File: src/core/opm_map.svh
// register offsets, field positions, reset values and timing counts
`ifndef OPM_MAP_SVH
`define OPM_MAP_SVH
`define OPM_AW            12
`define OPM_MODE_IDX      12'h095
`define OPM_P1W_IDX       12'h0C0
`define OPM_STAT_IDX      12'h096
`define OPM_ADDR(idx)     ((idx) << 2)
`define OPM_HSTOP_BIT     1
`define OPM_SLOW_BIT      2
`define OPM_CPUM_LSB      3
`define OPM_CPUM_MSB      4
`define OPM_CPUM_NORMAL   2'h0
`define OPM_CPUM_SLEEP    2'h1
`define OPM_CPUM_GREEN    2'h2
`define OPM_P1W_RESET     4'h0
`define OPM_P0_W          8
`define OPM_P1_W          4
`define OPM_SYNC_W        14
`define OPM_HOSC_IDX      12
`define OPM_LOSC_IDX      13
`define OPM_WARM_CLKS     32
`define OPM_WARM_LAST     5'h1F
`define OPM_SLOW_DIV_LAST 2'h3
`endif

File: src/core/opm_pkg.sv
// types shared by the operating-mode controller
package opm_pkg;
  typedef enum logic [1:0] {OPM_RUN, OPM_GREEN, OPM_SLEEP, OPM_WARM} opm_state_e;

  typedef struct packed {
    logic [13:0] meta;
    logic [13:0] sync;
    logic [13:0] prev;
  } opm_sync_s;

  typedef struct packed {
    opm_state_e  st;
    logic        sleep_b;
    logic        idle_b;
    logic        slow_b;
    logic        hstop;
    logic [3:0]  p1w;
    logic [4:0]  warm_cnt;
    logic [1:0]  slow_div;
    logic        cpu_step;
    logic        cpu_run;
    logic        tmr_act;
    logic        hosc_en;
    logic        losc_en;
    logic        slow_sel;
    logic        woke;
    logic        pready;
    logic        pslverr;
    logic [31:0] prdata;
  } opm_regs_s;
endpackage : opm_pkg

File: src/core/opm_sync_edge.sv
// two-flop synchroniser and change detector for pins and oscillator taps
`timescale 1ns/1ns
`default_nettype none
`include "opm_map.svh"
module opm_sync_edge (
  input  wire logic                   clock,
  input  wire logic                   nrst,
  input  wire logic                   clk_en,
  input  wire logic [`OPM_SYNC_W-1:0] din,
  output logic      [`OPM_SYNC_W-1:0] lvl,
  output logic      [`OPM_SYNC_W-1:0] chg
);
  opm_pkg::opm_sync_s r;
  opm_pkg::opm_sync_s next_r;

  // shift the pins through meta, sync and prev
  always_comb begin
    next_r      = r;
    next_r.meta = din;
    next_r.sync = r.meta;
    next_r.prev = r.sync;
  end

  always_ff @(posedge clock) begin
    if (!nrst) begin
      r <= '0;
    end else if (clk_en) begin
      r <= next_r;
    end
  end

  assign lvl = r.sync;

  // either edge of each synced bit counts as a change
  genvar i;
  generate
    for (i = 0; i < `OPM_SYNC_W; i++) begin : g_chg
      assign chg[i] = r.sync[i] ^ r.prev[i];
    end
  endgenerate
endmodule : opm_sync_edge
`default_nettype wire

File: src/core/opm_ctrl.sv
// operating-mode and wake-up controller with apb registers
// Function
// - reset enters normal mode on high oscillator
// - slow bit selects low osc, rate over four
// - slow entry leaves high oscillator stop alone
// - sleep bit halts cpu, stops both oscillators
// - sleep wake clears bit, resumes normal
// - idle bit enters green, cleared on wake
// - green wake returns to previous normal/slow
// - green stops cpu, clock and timers run
// - green wakes on pins or timer0 overflow
// - power-down wakes only on pin change
// - power-down wake waits 32 high clocks
// - green wake has no delay
// - any enabled pin level change triggers wake
// - port0 always wakes, port1 per enable bit
// - high stop in normal acts as power-down
// - timer in pwm use does not wake
// - mode register holds mode, slow, stop bits
// - high stop halts high osc, low runs
`timescale 1ns/1ns
`default_nettype none
`include "opm_map.svh"
module opm_ctrl (
  input  wire logic                 clock,
  input  wire logic                 nrst,
  input  wire logic                 clk_en,
  input  wire logic                 psel,
  input  wire logic                 penable,
  input  wire logic                 pwrite,
  input  wire logic [`OPM_AW-1:0]   paddr,
  input  wire logic [31:0]          pwdata,
  output logic      [31:0]          prdata,
  output logic                      pready,
  output logic                      pslverr,
  input  wire logic [`OPM_P0_W-1:0] port0_pins,
  input  wire logic [`OPM_P1_W-1:0] port1_pins,
  input  wire logic                 hosc_tap,
  input  wire logic                 losc_tap,
  input  wire logic                 timer0_overflow,
  input  wire logic                 timer_pwm_use,
  output logic                      hosc_en,
  output logic                      losc_en,
  output logic                      slow_clk_sel,
  output logic                      cpu_run,
  output logic                      cpu_step,
  output logic                      timers_active,
  output logic                      wake_pulse
);
  opm_pkg::opm_regs_s r;
  opm_pkg::opm_regs_s next_r;
  logic [`OPM_SYNC_W-1:0] s_lvl;
  logic [`OPM_SYNC_W-1:0] s_chg;
  logic                   pin_wake;
  logic                   green_wake;
  logic                   hosc_edge;
  logic                   losc_edge;
  logic                   wr;
  logic [1:0]             cpum;

  // address match for one register index
  function automatic logic hit(input logic [`OPM_AW-1:0] a, input logic [`OPM_AW-1:0] idx);
    hit = (a == `OPM_ADDR(idx));
  endfunction : hit

  // all pins and oscillator taps come from outside the clock domain
  opm_sync_edge u_sync (
    .clock  (clock),
    .nrst   (nrst),
    .clk_en (clk_en),
    .din    ({losc_tap, hosc_tap, port1_pins, port0_pins}),
    .lvl    (s_lvl),
    .chg    (s_chg)
  );

  // wake sources and oscillator edges
  always_comb begin
    pin_wake   = (|s_chg[`OPM_P0_W-1:0]) | (|(s_chg[11:8] & r.p1w));
    green_wake = pin_wake | (timer0_overflow & ~timer_pwm_use);
    hosc_edge  = s_chg[`OPM_HOSC_IDX] & s_lvl[`OPM_HOSC_IDX];
    losc_edge  = s_chg[`OPM_LOSC_IDX] & s_lvl[`OPM_LOSC_IDX];
    wr         = psel & penable & r.pready & pwrite;
    cpum       = pwdata[`OPM_CPUM_MSB:`OPM_CPUM_LSB];
  end

  // next state of bus, register file and mode sequencer
  always_comb begin
    next_r          = r;
    next_r.cpu_step = 1'b0;
    next_r.woke     = 1'b0;
    next_r.pready   = psel & penable & ~r.pready;
    if (psel & penable & ~r.pready) begin
      next_r.pslverr = ~(hit(paddr, `OPM_MODE_IDX) | hit(paddr, `OPM_P1W_IDX)
                         | hit(paddr, `OPM_STAT_IDX));
      next_r.prdata  = 32'h0000_0000;
      if (!pwrite && hit(paddr, `OPM_MODE_IDX)) begin
        next_r.prdata[`OPM_CPUM_MSB:`OPM_CPUM_LSB] = {r.idle_b, r.sleep_b};
        next_r.prdata[`OPM_SLOW_BIT]  = r.slow_b;
        next_r.prdata[`OPM_HSTOP_BIT] = r.hstop;
      end else if (!pwrite && hit(paddr, `OPM_STAT_IDX)) begin
        next_r.prdata[5:0] = {r.slow_sel, r.losc_en, r.hosc_en, r.cpu_run, r.st};
      end
    end
    if (wr && hit(paddr, `OPM_MODE_IDX)) begin
      next_r.hstop   = pwdata[`OPM_HSTOP_BIT];
      next_r.slow_b  = pwdata[`OPM_SLOW_BIT];
      next_r.sleep_b = (cpum == `OPM_CPUM_SLEEP);
      next_r.idle_b  = (cpum == `OPM_CPUM_GREEN);
    end
    if (wr && hit(paddr, `OPM_P1W_IDX)) begin
      next_r.p1w = pwdata[`OPM_P1_W-1:0];
    end
    case (r.st)
      opm_pkg::OPM_RUN: begin
        if ((next_r.sleep_b || next_r.idle_b) && pin_wake) begin
          next_r.sleep_b = 1'b0;
          next_r.idle_b  = 1'b0;
          next_r.woke    = 1'b1;
        end else if (next_r.sleep_b) begin
          next_r.st = opm_pkg::OPM_SLEEP;
        end else if (next_r.idle_b) begin
          if (timer0_overflow && !timer_pwm_use) begin
            next_r.idle_b = 1'b0;
            next_r.woke   = 1'b1;
          end else begin
            next_r.st = opm_pkg::OPM_GREEN;
          end
        end else if (!next_r.slow_b && next_r.hstop && !pin_wake) begin
          next_r.st = opm_pkg::OPM_SLEEP;
        end else if (r.slow_b) begin
          // slow rate is low clock over four
          if (losc_edge) begin
            next_r.slow_div = r.slow_div + 2'h1;
            next_r.cpu_step = (r.slow_div == `OPM_SLOW_DIV_LAST);
          end
        end else begin
          // normal steps on the high clock
          next_r.cpu_step = hosc_edge;
          next_r.slow_div = 2'h0;
        end
      end
      opm_pkg::OPM_GREEN: begin
        if (green_wake) begin
          next_r.idle_b = 1'b0;
          next_r.woke   = 1'b1;
          next_r.st     = opm_pkg::OPM_RUN;
        end
      end
      opm_pkg::OPM_SLEEP: begin
        // clear sleep bit, come back normal
        if (pin_wake) begin
          next_r.sleep_b  = 1'b0;
          next_r.hstop    = 1'b0;
          next_r.slow_b   = 1'b0;
          next_r.woke     = 1'b1;
          next_r.warm_cnt = 5'h00;
          next_r.st       = opm_pkg::OPM_WARM;
        end
      end
      opm_pkg::OPM_WARM: begin
        if (hosc_edge) begin
          next_r.warm_cnt = r.warm_cnt + 5'h01;
          if (r.warm_cnt == `OPM_WARM_LAST) begin
            next_r.st = opm_pkg::OPM_RUN;
          end
        end
      end
      default: next_r.st = opm_pkg::OPM_RUN;
    endcase
    // stop bit gates only the high oscillator
    // slow mode keeps the stop bit as written
    next_r.hosc_en  = (next_r.st == opm_pkg::OPM_WARM)
                      | ((next_r.st != opm_pkg::OPM_SLEEP) & ~next_r.hstop);
    // sleep bit stops the low oscillator too
    next_r.losc_en  = ~((next_r.st == opm_pkg::OPM_SLEEP) & next_r.sleep_b);
    // green keeps clock and timers, halts cpu
    next_r.cpu_run  = (next_r.st == opm_pkg::OPM_RUN);
    next_r.tmr_act  = (next_r.st == opm_pkg::OPM_RUN) | (next_r.st == opm_pkg::OPM_GREEN);
    next_r.slow_sel = next_r.slow_b & (next_r.st != opm_pkg::OPM_WARM);
  end

  always_ff @(posedge clock) begin
    if (!nrst) begin
      r         <= '0;
      r.st      <= opm_pkg::OPM_RUN;
      r.p1w     <= `OPM_P1W_RESET;
      r.hosc_en <= 1'b1;
      r.losc_en <= 1'b1;
      r.cpu_run <= 1'b1;
      r.tmr_act <= 1'b1;
    end else if (clk_en) begin
      r <= next_r;
    end
  end

  // outputs straight from the state register
  assign prdata        = r.prdata;
  assign pready        = r.pready;
  assign pslverr       = r.pslverr;
  assign hosc_en       = r.hosc_en;
  assign losc_en       = r.losc_en;
  assign slow_clk_sel  = r.slow_sel;
  assign cpu_run       = r.cpu_run;
  assign cpu_step      = r.cpu_step;
  assign timers_active = r.tmr_act;
  assign wake_pulse    = r.woke;

  // checks on the sequencer
  reset_normal_a: assert property (@(posedge clock) !nrst |=> r.st == opm_pkg::OPM_RUN && r.hosc_en)
    else $error("reset did not enter normal mode");
  slow_rate_a: assert property (@(posedge clock) disable iff (!nrst)
    clk_en && r.st == opm_pkg::OPM_RUN && r.slow_b && !r.sleep_b && !r.idle_b && !pin_wake
    && !wr && losc_edge && r.slow_div != `OPM_SLOW_DIV_LAST |=> !cpu_step)
    else $error("slow step not every fourth low clock");
  slow_keeps_hosc_a: assert property (@(posedge clock) disable iff (!nrst)
    clk_en && wr && hit(paddr, `OPM_MODE_IDX) && pwdata[4:1] == 4'h2 && r.st == opm_pkg::OPM_RUN
    |=> hosc_en && slow_clk_sel)
    else $error("slow entry stopped high oscillator");
  sleep_stops_a: assert property (@(posedge clock) disable iff (!nrst)
    r.st == opm_pkg::OPM_SLEEP && r.sleep_b |-> !hosc_en && !losc_en && !cpu_run && !timers_active)
    else $error("power-down left a clock running");
  sleep_wake_a: assert property (@(posedge clock) disable iff (!nrst)
    clk_en && r.st == opm_pkg::OPM_SLEEP && pin_wake
    |=> r.st == opm_pkg::OPM_WARM && !r.sleep_b && !r.slow_b && wake_pulse)
    else $error("power-down wake wrong");
  green_back_a: assert property (@(posedge clock) disable iff (!nrst)
    clk_en && r.st == opm_pkg::OPM_GREEN && green_wake
    |=> cpu_run && !r.idle_b && slow_clk_sel == $past(r.slow_b))
    else $error("green wake did not restore mode");
  green_clock_a: assert property (@(posedge clock) disable iff (!nrst)
    r.st == opm_pkg::OPM_GREEN |-> timers_active && !cpu_run && hosc_en == !r.hstop && losc_en)
    else $error("green clocking wrong");
  pd_timer_a: assert property (@(posedge clock) disable iff (!nrst)
    r.st == opm_pkg::OPM_SLEEP && !pin_wake |=> r.st == opm_pkg::OPM_SLEEP)
    else $error("power-down left without pin change");
  warm_len_a: assert property (@(posedge clock) disable iff (!nrst)
    r.st == opm_pkg::OPM_WARM && !(clk_en && hosc_edge && r.warm_cnt == `OPM_WARM_LAST)
    |=> r.st == opm_pkg::OPM_WARM && !cpu_run)
    else $error("warm-up cut short");
  p1_mask_a: assert property (@(posedge clock) disable iff (!nrst)
    r.st == opm_pkg::OPM_SLEEP && s_chg[7:0] == 8'h00 && (s_chg[11:8] & r.p1w) == 4'h0
    |=> r.st == opm_pkg::OPM_SLEEP)
    else $error("masked port1 pin woke the device");
  pwm_nowake_a: assert property (@(posedge clock) disable iff (!nrst)
    r.st == opm_pkg::OPM_GREEN && timer_pwm_use && !pin_wake |=> r.st == opm_pkg::OPM_GREEN)
    else $error("pwm timer woke green mode");
  entry_wake_a: assert property (@(posedge clock) disable iff (!nrst)
    clk_en && r.st == opm_pkg::OPM_RUN && wr && hit(paddr, `OPM_MODE_IDX)
    && (cpum == `OPM_CPUM_SLEEP || cpum == `OPM_CPUM_GREEN) && pin_wake
    |=> cpu_run && !r.sleep_b && !r.idle_b && wake_pulse)
    else $error("wake during entry lost");

  // main scenarios
  sleep_cycle_c: cover property (@(posedge clock) disable iff (!nrst)
    r.st == opm_pkg::OPM_WARM ##1 r.st == opm_pkg::OPM_WARM [*2] ##[1:200] cpu_run);
  green_slow_c: cover property (@(posedge clock) disable iff (!nrst)
    r.st == opm_pkg::OPM_GREEN && r.slow_b ##1 cpu_run);
  no_clock_c: cover property (@(posedge clock) disable iff (!nrst)
    r.st == opm_pkg::OPM_SLEEP && !r.sleep_b && losc_en);
endmodule : opm_ctrl
`default_nettype wire

File: config.mk
export PLATFORM = sky130hd
export DESIGN_NAME = opm_ctrl
export DESIGN_NICKNAME = d
export VERILOG_FILES = /design/src/core/opm_pkg.sv /design/src/core/opm_sync_edge.sv /design/src/core/opm_ctrl.sv
export VERILOG_INCLUDE_DIRS = /design/src /design/src/core
export SDC_FILE = /design/constraint.sdc
export NUM_CORES = 1
export LEC_CHECK = 0
export BUFFER_PORTS_ARGS = -buffer_cell sky130_fd_sc_hd__buf_2
export CAP_MARGIN = 20
export CORE_MARGIN = 2
export CORE_UTILIZATION = 54
export CTS_BUF_LIST = sky130_fd_sc_hd__clkbuf_4
export DETAILED_ROUTE_END_ITERATION = 12
export PLACE_DENSITY = 0.93
export SLEW_MARGIN = 20
export SYNTH_ARGS = -nofsm -noshare
export SYNTH_HDL_FRONTEND = slang
export SYNTH_SLANG_ARGS = --single-unit
File: constraint.sdc
create_clock -name clock -period 2.19 [get_ports clock]
set_clock_uncertainty 0.05 [all_clocks]
set_input_delay 0.3285 -clock clock [delete_from_list [all_inputs] [get_ports clock]]
set_output_delay 0.3285 -clock clock [all_outputs]
set_load 0.01 [all_outputs]
==> flow_metrics.py, run 1 <==
metrics = {
    "grt": {
        "grt_pass1_wl_um": 12700,
        "overflow": 0,
        "track_usage_pct": 21.2,
        "grt_max_degree": 38,
        "antenna_found_initial": 0,
        "grt_pass1_vias": 2925,
    },
    "die": {
        "die_height_um": 86.5,
        "die_w_um": 86.5,
        "rows": 30,
        "core_area_um2": 6680,
        "start_util_pct": 55.0,
        "io_pins": 107,
        "die-area_um2": 7480,
    },
    "worst_setup_path": {
        "critPathMaxFanout": 6,
        "worst_setup_path_end_kind": "flip-flop",
        "worstSetupPathType": "flip-flop to flip-flop",
        "max_stage_delay_ns": 0.39,
        "cp_top_family": "compound AO/OA/AOI/OAI gates",
        "crit_chain": "nand2_1, or3_1, buf_4, o21ai_0, o41ai_2, buf_4, o311ai_1, a311oi_1",
        "r2r_end": "r[54]",
        "cp_common_cell": "buf_4",
        "critPathBufInv": 2,
        "r2r_start": "pready",
        "startpoint": "pready",
        "cp-start-kind": "flip-flop",
        "rrSetupSlack_ns": 0.11,
        "reg2regPathDepth": 8,
        "worstPathRequired_ns": 2.43,
        "critical-path-slowest-cell": "dfxtp_2",
        "worstPathArrival_ns": 2.32,
        "cp-endpoint": "r[54]",
        "path_depth": 8,
    },
    "placed_design": {
        "dp_hpwl_um": 5650,
        "port_buffers": 53,
        "place_congestion": 0.984,
        "placed_area_um2": 3940,
        "placed_cells": 534,
    },
    "clocking": {
        "clock_sinks": 74,
        "cts.clk_slew.worst_paths_ns": 0.13,
        "clockRootBuffer": "clkbuf_4",
        "clockBufferDepth": 2,
        "cts_hold_buf": 0,
        "post_cts_buffers": 0,
        "clk_latency_ns": 0.43,
        "cts_buffers": 9,
        "tritoncts": "yes",
        "h-tree-depth": 3,
    },
    "min_path": {
        "min_path_type": "primary input to flip-flop",
    },
    "sta": {
        "worst_pin_slew_ns": 0.540,
        "fmax_ghz": 0.480,
        "finalCritPeriodShare_pct": 95.0,
        "min_period_ns": 2.08,
        "hold_viol": 0,
        "slew_headroom_pct": 64.0,
        "maxSlewViolCount": 0,
        "rsz0062_at_grt": "yes",
        "setup-violations-final": 0,
        "tns_ns": 0,
    },
    "drt": {
        "vias_per_cell": 5.57,
        "ant_nets": 0,
        "wl_um": 7680,
        "vias": 3061,
        "wl_per_cell_um": 14.0,
        "drt_iter0_drc": 88,
        "drtPass1Iterations": 5,
        "drc_errors": 0,
    },
    "pwr": {
        "power_leakage_nw": 1.92,
        "p_clk_share_pct": 35.6,
        "power.total_w": 0.00272,
        "switchingPower_w": 0.000719,
        "p_comb_share_pct": 12.2,
        "peakVddDrop_mv": 0.528,
        "netSwitchingFraction_pct": 26.5,
        "p_seq_share_pct": 52.1,
        "cell_internal_pwr_w": 0.00200,
        "power_density_nw_per_um2": 657,
    },
    "synthesis": {
        "yosysUniqueCellTypes": 58,
        "netlist_top_cells_area": "dfxtp_1, mux2i_1, buf_4",
        "synth_flop_cell": "dfxtp_1",
        "synth_area_per_cell_um2": 8.89,
        "yosysWarnings": 0,
        "ys_seq_elements": 74,
        "yosysSeqAreaShare_pct": 40.3,
        "ys_async_sr_fraction_pct": 0,
        "synthTopCellsByCount": "dfxtp_1, nor2_1, mux2i_1",
        "synth_largest_area_cell": "dfxtp_1",
        "synth-edff-count": 0,
        "synth.most_common_cell": "dfxtp_1",
        "syn_area_um2": 3670,
        "netlist_instances": 413,
        "netlist.area_leader.share_pct": 40.3,
    },
    "status": {
        "status": "finished clean",
    },
    "flow_run": {
        "maxCapViolCount": 0,
    },
    "layout": {
        "n_fill_cell": 556,
        "finalNonFillerCells": 550,
        "final_util_pct": 61.9,
        "syn_to_final_growth_pct": 12.7,
        "postLayoutCellArea_um2": 4140,
        "seq_area_um2": 1480,
        "antennaDiodeCount": 0,
        "drive_gt1_share_pct": 22.3,
        "final_nets": 534,
        "multi_input_area_um2": 1950,
    },
}
kinds of logic (layout without fill, tap and decap cells):
logic type / after synthesis / in the layout / synth area share [%]
multiplexers: 48 / 48 / 13.1
other: 1 / 26 / 0.102
adder cells (fa/ha/maj): 4 / 4 / 1.29
flip-flops: 74 / 74 / 40.3
buffers and inverters: 63 / 95 / 9.78
XOR/XNOR: 13 / 13 / 3.10
AND/OR/NAND/NOR: 149 / 149 / 20.5
AO/OA/AOI/OAI: 61 / 61 / 11.8
state kept, by name, summed over array words and instances (netlist names), 6 cells and up:
register / flops
prdata: 6
r: 17
u_sync.lvl: 14
u_sync.next_r: 14
u_sync.r: 14
stage by stage:
step / hold slack, ns / setup slack [ns]
after global placement: 0.388 / 0.0313
final: 0.0769 / 0.109
after global routing: 0.0745 / -0.0370
after floorplan: 0.382 / 0.188
after CTS: 0.0667 / 0.0472
after detailed placement: 0.401 / -0.0582
tightest hold or removal path, stage by stage:
cell	delay (ns)
buf_2	0.08
mux2i_1	0.06
nor2_1	0.07
metal layers:
| metal | wire (um) | GRT usage, % |
|---|---|---|
| met1 | 3320 | 25.1 |
| met2 | 3690 | 36.4 |
| met3 | 493 | 5.43 |
| met4 | 182 | 8.81 |
| met5 | 0 | 0 |
cells in the final DEF (no fill, tap or decap), types with 3 or more instances in the layout:
cell type / n
a211oi_1: 3
a21oi_1: 19
a221oi_1: 4
and3_1: 3
buf_2: 53
buf_4: 18
clkbuf_4: 9
conb_1: 26
dfxtp_1: 73
ha_1: 3
inv_1: 6
mux2i_1: 47
nand2_1: 23
nand2b_1: 5
nand3_1: 10
nand4_1: 6
nor2_1: 64
nor2b_1: 9
nor3_1: 9
nor4_2: 4
o21a_1: 3
o21ai_0: 11
xor2_1: 12
power by group through the flow:
stage	registers, W	clock network, W	logic [W]
5_1_grt	0.00142	0.00104	0.000367
4_1_cts	0.00142	0.000989	0.000321
3_5_place_dp	0.00145	0	0.000320
2_1_floorplan	0.00144	0	0.000254
3_3_place_gp	0.00144	0	0.000310
6_report	0.00142	0.000968	0.000333
worst min-delay path by stage:
stage                     cells past startpoint     startpoint                 to  slack, ns
after CTS                                     3  port0_pins[1]  u_sync.next_r[15]       0.07
after floorplan                               2      prdata[5]          prdata[5]       0.38
after global placement                        2      prdata[5]          prdata[5]       0.39
after global routing                          3  port1_pins[3]  u_sync.next_r[25]       0.07
after detailed placement                      2      prdata[5]          prdata[5]       0.40
final                                         3  port0_pins[4]  u_sync.next_r[18]       0.08
layout make-up:
| class | count | area share, % |
|---|---|---|
| Sequential cell | 74 | 35.8 |
| Clock inverter | 7 | 2.45 |
| Inverter | 7 | 0.635 |
| Timing Repair Buffer | 72 | 9.95 |
| Tap cell | 80 | 2.42 |
| Multi-Input combinational cell | 301 | 47.1 |
| Clock buffer | 9 | 1.63 |
timing repair:
| action | 4_1_cts | 5_1_grt |
|---|---|---|
| gates resized for setup | 0 | 7 |
| endpoints found under the setup margin | 0 | 7 |
| endpoints found under the hold margin | 0 | 0 |
Note: power is estimated with default switching activity, not from simulation.
==> run 2, diff against run 1 <==
Settings changed: BUFFER_PORTS_ARGS -buffer_cell sky130_fd_sc_hd__buf_2 to -buffer_cell sky130_fd_sc_hd__buf_4, CORE_MARGIN 2 to 8, RECOVER_POWER set to 100.
==> run 2 against run 1 <==
  * Maximum frequency is 1.6% higher
  * Global-route usage down 4.1 points
  * Total power grew 0.52%
  * Via count is 0.95% higher
  * First-iteration DRC count increased by 43%
  * Routed wire length grew 11%
  * Design area is 2.6% higher
  * Hold slack improved by 0.0099 ns
  * Combinational power up 12%
  * Core utilization grew 1.6 points
  * Critical path type is now primary input to flip-flop
  * Largest power group unchanged
==> flow_metrics.py, run 2 (synthesis gave the netlist of run 1 again) <==
metrics = {
    "clocking": {
        "clk_latency_ns": 0.42,
        "tritoncts": "yes",
        "h-tree-depth": 3,
        "cts_hold_buf": 0,
        "clockRootBuffer": "clkbuf_4",
        "cts.clk_slew.worst_paths_ns": 0.12,
        "clockBufferDepth": 2,
        "cts_buffers": 9,
        "clock_sinks": 74,
    },
    "grt": {
        "overflow": 0,
        "track_usage_pct": 17.1,
        "grt_max_degree": 36,
        "grt_pass1_vias": 3067,
        "grt_pass1_wl_um": 13600,
        "antenna_found_initial": 0,
    },
    "sta": {
        "slew_headroom_pct": 27.4,
        "finalCritPeriodShare_pct": 93.5,
        "min_period_ns": 2.05,
        "worst_pin_slew_ns": 1.09,
        "fmax_ghz": 0.488,
        "hold_viol": 0,
        "setup-violations-final": 0,
        "setup_slack_ns": 0.142,
        "maxSlewViolCount": 0,
        "rsz0062_at_grt": "yes",
        "holdWs_ns": 0.0868,
    },
    "layout": {
        "largest_reg_flops": 17,
        "finalNonFillerCells": 561,
        "syn_to_final_growth_pct": 15.6,
        "seq_area_um2": 1490,
        "final_nets": 545,
        "antennaDiodeCount": 0,
        "mostFrequentLayoutCells": "dfxtp_1, nor2_1, buf_4",
        "final_util_pct": 63.5,
        "multi_input_area_um2": 1930,
        "drive_gt1_share_pct": 19.3,
        "n_fill_cell": 565,
        "top_register": "r",
        "final_common_cell": "dfxtp_1",
    },
    "flow_run": {
        "maxCapViolCount": 0,
    },
    "placed_design": {
        "dp_slack_ns": -0.0601,
        "port_buffers": 53,
        "place_congestion": 0.891,
        "placed_cells": 542,
        "dp_hpwl_um": 6380,
    },
    "worst_setup_path": {
        "cp-start-kind": "primary input",
        "worstSetupPathType": "primary input to flip-flop",
        "worst_setup_path_end_kind": "flip-flop",
        "worstPathRequired_ns": 2.45,
        "rrSetupSlack_ns": 0.15,
        "critPathMaxFanout": 5,
        "worstPathArrival_ns": 2.31,
    },
    "drt": {
        "ant_nets": 0,
        "wl_um": 8560,
        "drtPass1Iterations": 4,
        "vias": 3090,
        "vias_per_cell": 5.51,
        "wl_per_cell_um": 15.2,
        "drt_iter0_drc": 126,
        "drc_errors": 0,
    },
    "pwr": {
        "power.total_w": 0.00273,
        "netSwitchingFraction_pct": 26.2,
        "cell_internal_pwr_w": 0.00202,
        "peakVddDrop_mv": 0.515,
        "p_seq_share_pct": 51.9,
        "power_density_nw_per_um2": 643,
        "switchingPower_w": 0.000714,
        "power_leakage_nw": 1.91,
        "p_comb_share_pct": 13.7,
        "p_clk_share_pct": 34.4,
    },
    "die": {
        "die-area_um2": 9700,
        "io_pins": 107,
        "core_area_um2": 6680,
        "rows": 30,
        "die_w_um": 98.5,
        "start_util_pct": 55.0,
        "die_height_um": 98.5,
    },
    "min_path": {
        "min_path_type": "primary input to flip-flop",
    },
    "status": {
        "status": "finished clean",
    },
}
[run 2: changes by cell type in the layout (fill, tap and decap cells not counted), sizes merged]
| cell | delta |
|---|---|
| buf | -13 |
| clkbuf | +24 |
| clkinv | -1 |
| clkinvlp | +2 |
| inv | -1 |
[run 2: area by class of cell]
type | count | share of cell area (%)
timing repair buffer | 83 | 12.9
tap | 80 | 2.36
sequential | 74 | 35.0
multi-input combinational | 301 | 45.4
inverter | 7 | 0.619
clock inverter | 7 | 2.18
clock buffer | 9 | 1.59
[run 2: repair_timing]
item,in CTS,in global routing
setup buffers,0,3
endpoints found under the setup margin,0,9
gates resized for setup,0,8
[run 2: worst paths after layout]
path / depth (start not counted) / startpoint / end
worst max-delay path: 8 / paddr[7] / wake_pulse
worst min-delay path: 3 / port0_pins[6] / u_sync.next_r[20]
worst max register to register: 7 / u_sync.r[0] / hosc_en
worst min register to register: 2 / prdata[5] / prdata[5]
[run 2: power by group through the flow]
stage,registers [W],logic [W],clock network [W]
2_1_floorplan,0.00144,0.000254,0
3_3_place_gp,0.00144,0.000341,0
3_5_place_dp,0.00145,0.000350,0
4_1_cts,0.00142,0.000352,0.000959
5_1_grt,0.00142,0.000406,0.00101
6_report,0.00142,0.000374,0.000940
[run 2: through the flow]
step | setup TNS (ns) | cell area (um2)
6_report | 0 | 4240
3_3_place_gp | -0.00542 | 4130
3_5_place_dp | -0.193 | 4130
4_1_cts | 0 | 4290
2_1_floorplan | 0 | 3770
5_1_grt | -0.00947 | 4240
[run 2: per-layer routing]
layer	vias to the layer above	part of all wire [%]	track usage, %
li1	1510	-	-
met1	1430	41	17.7
met2	127	49	30.2
met3	23	7.8	6.06
met4	0	2.4	7.91
met5	-	0	0
[run 2: critical path, cell delays in order]
cell and delay, ns:
clkbuf_4 0.11, nor4b_1 0.51, nand4b_2 0.26, clkbuf_1 0.19
o41ai_2 0.26, clkbuf_1 0.25, a21oi_1 0.11, a32o_1 0.28
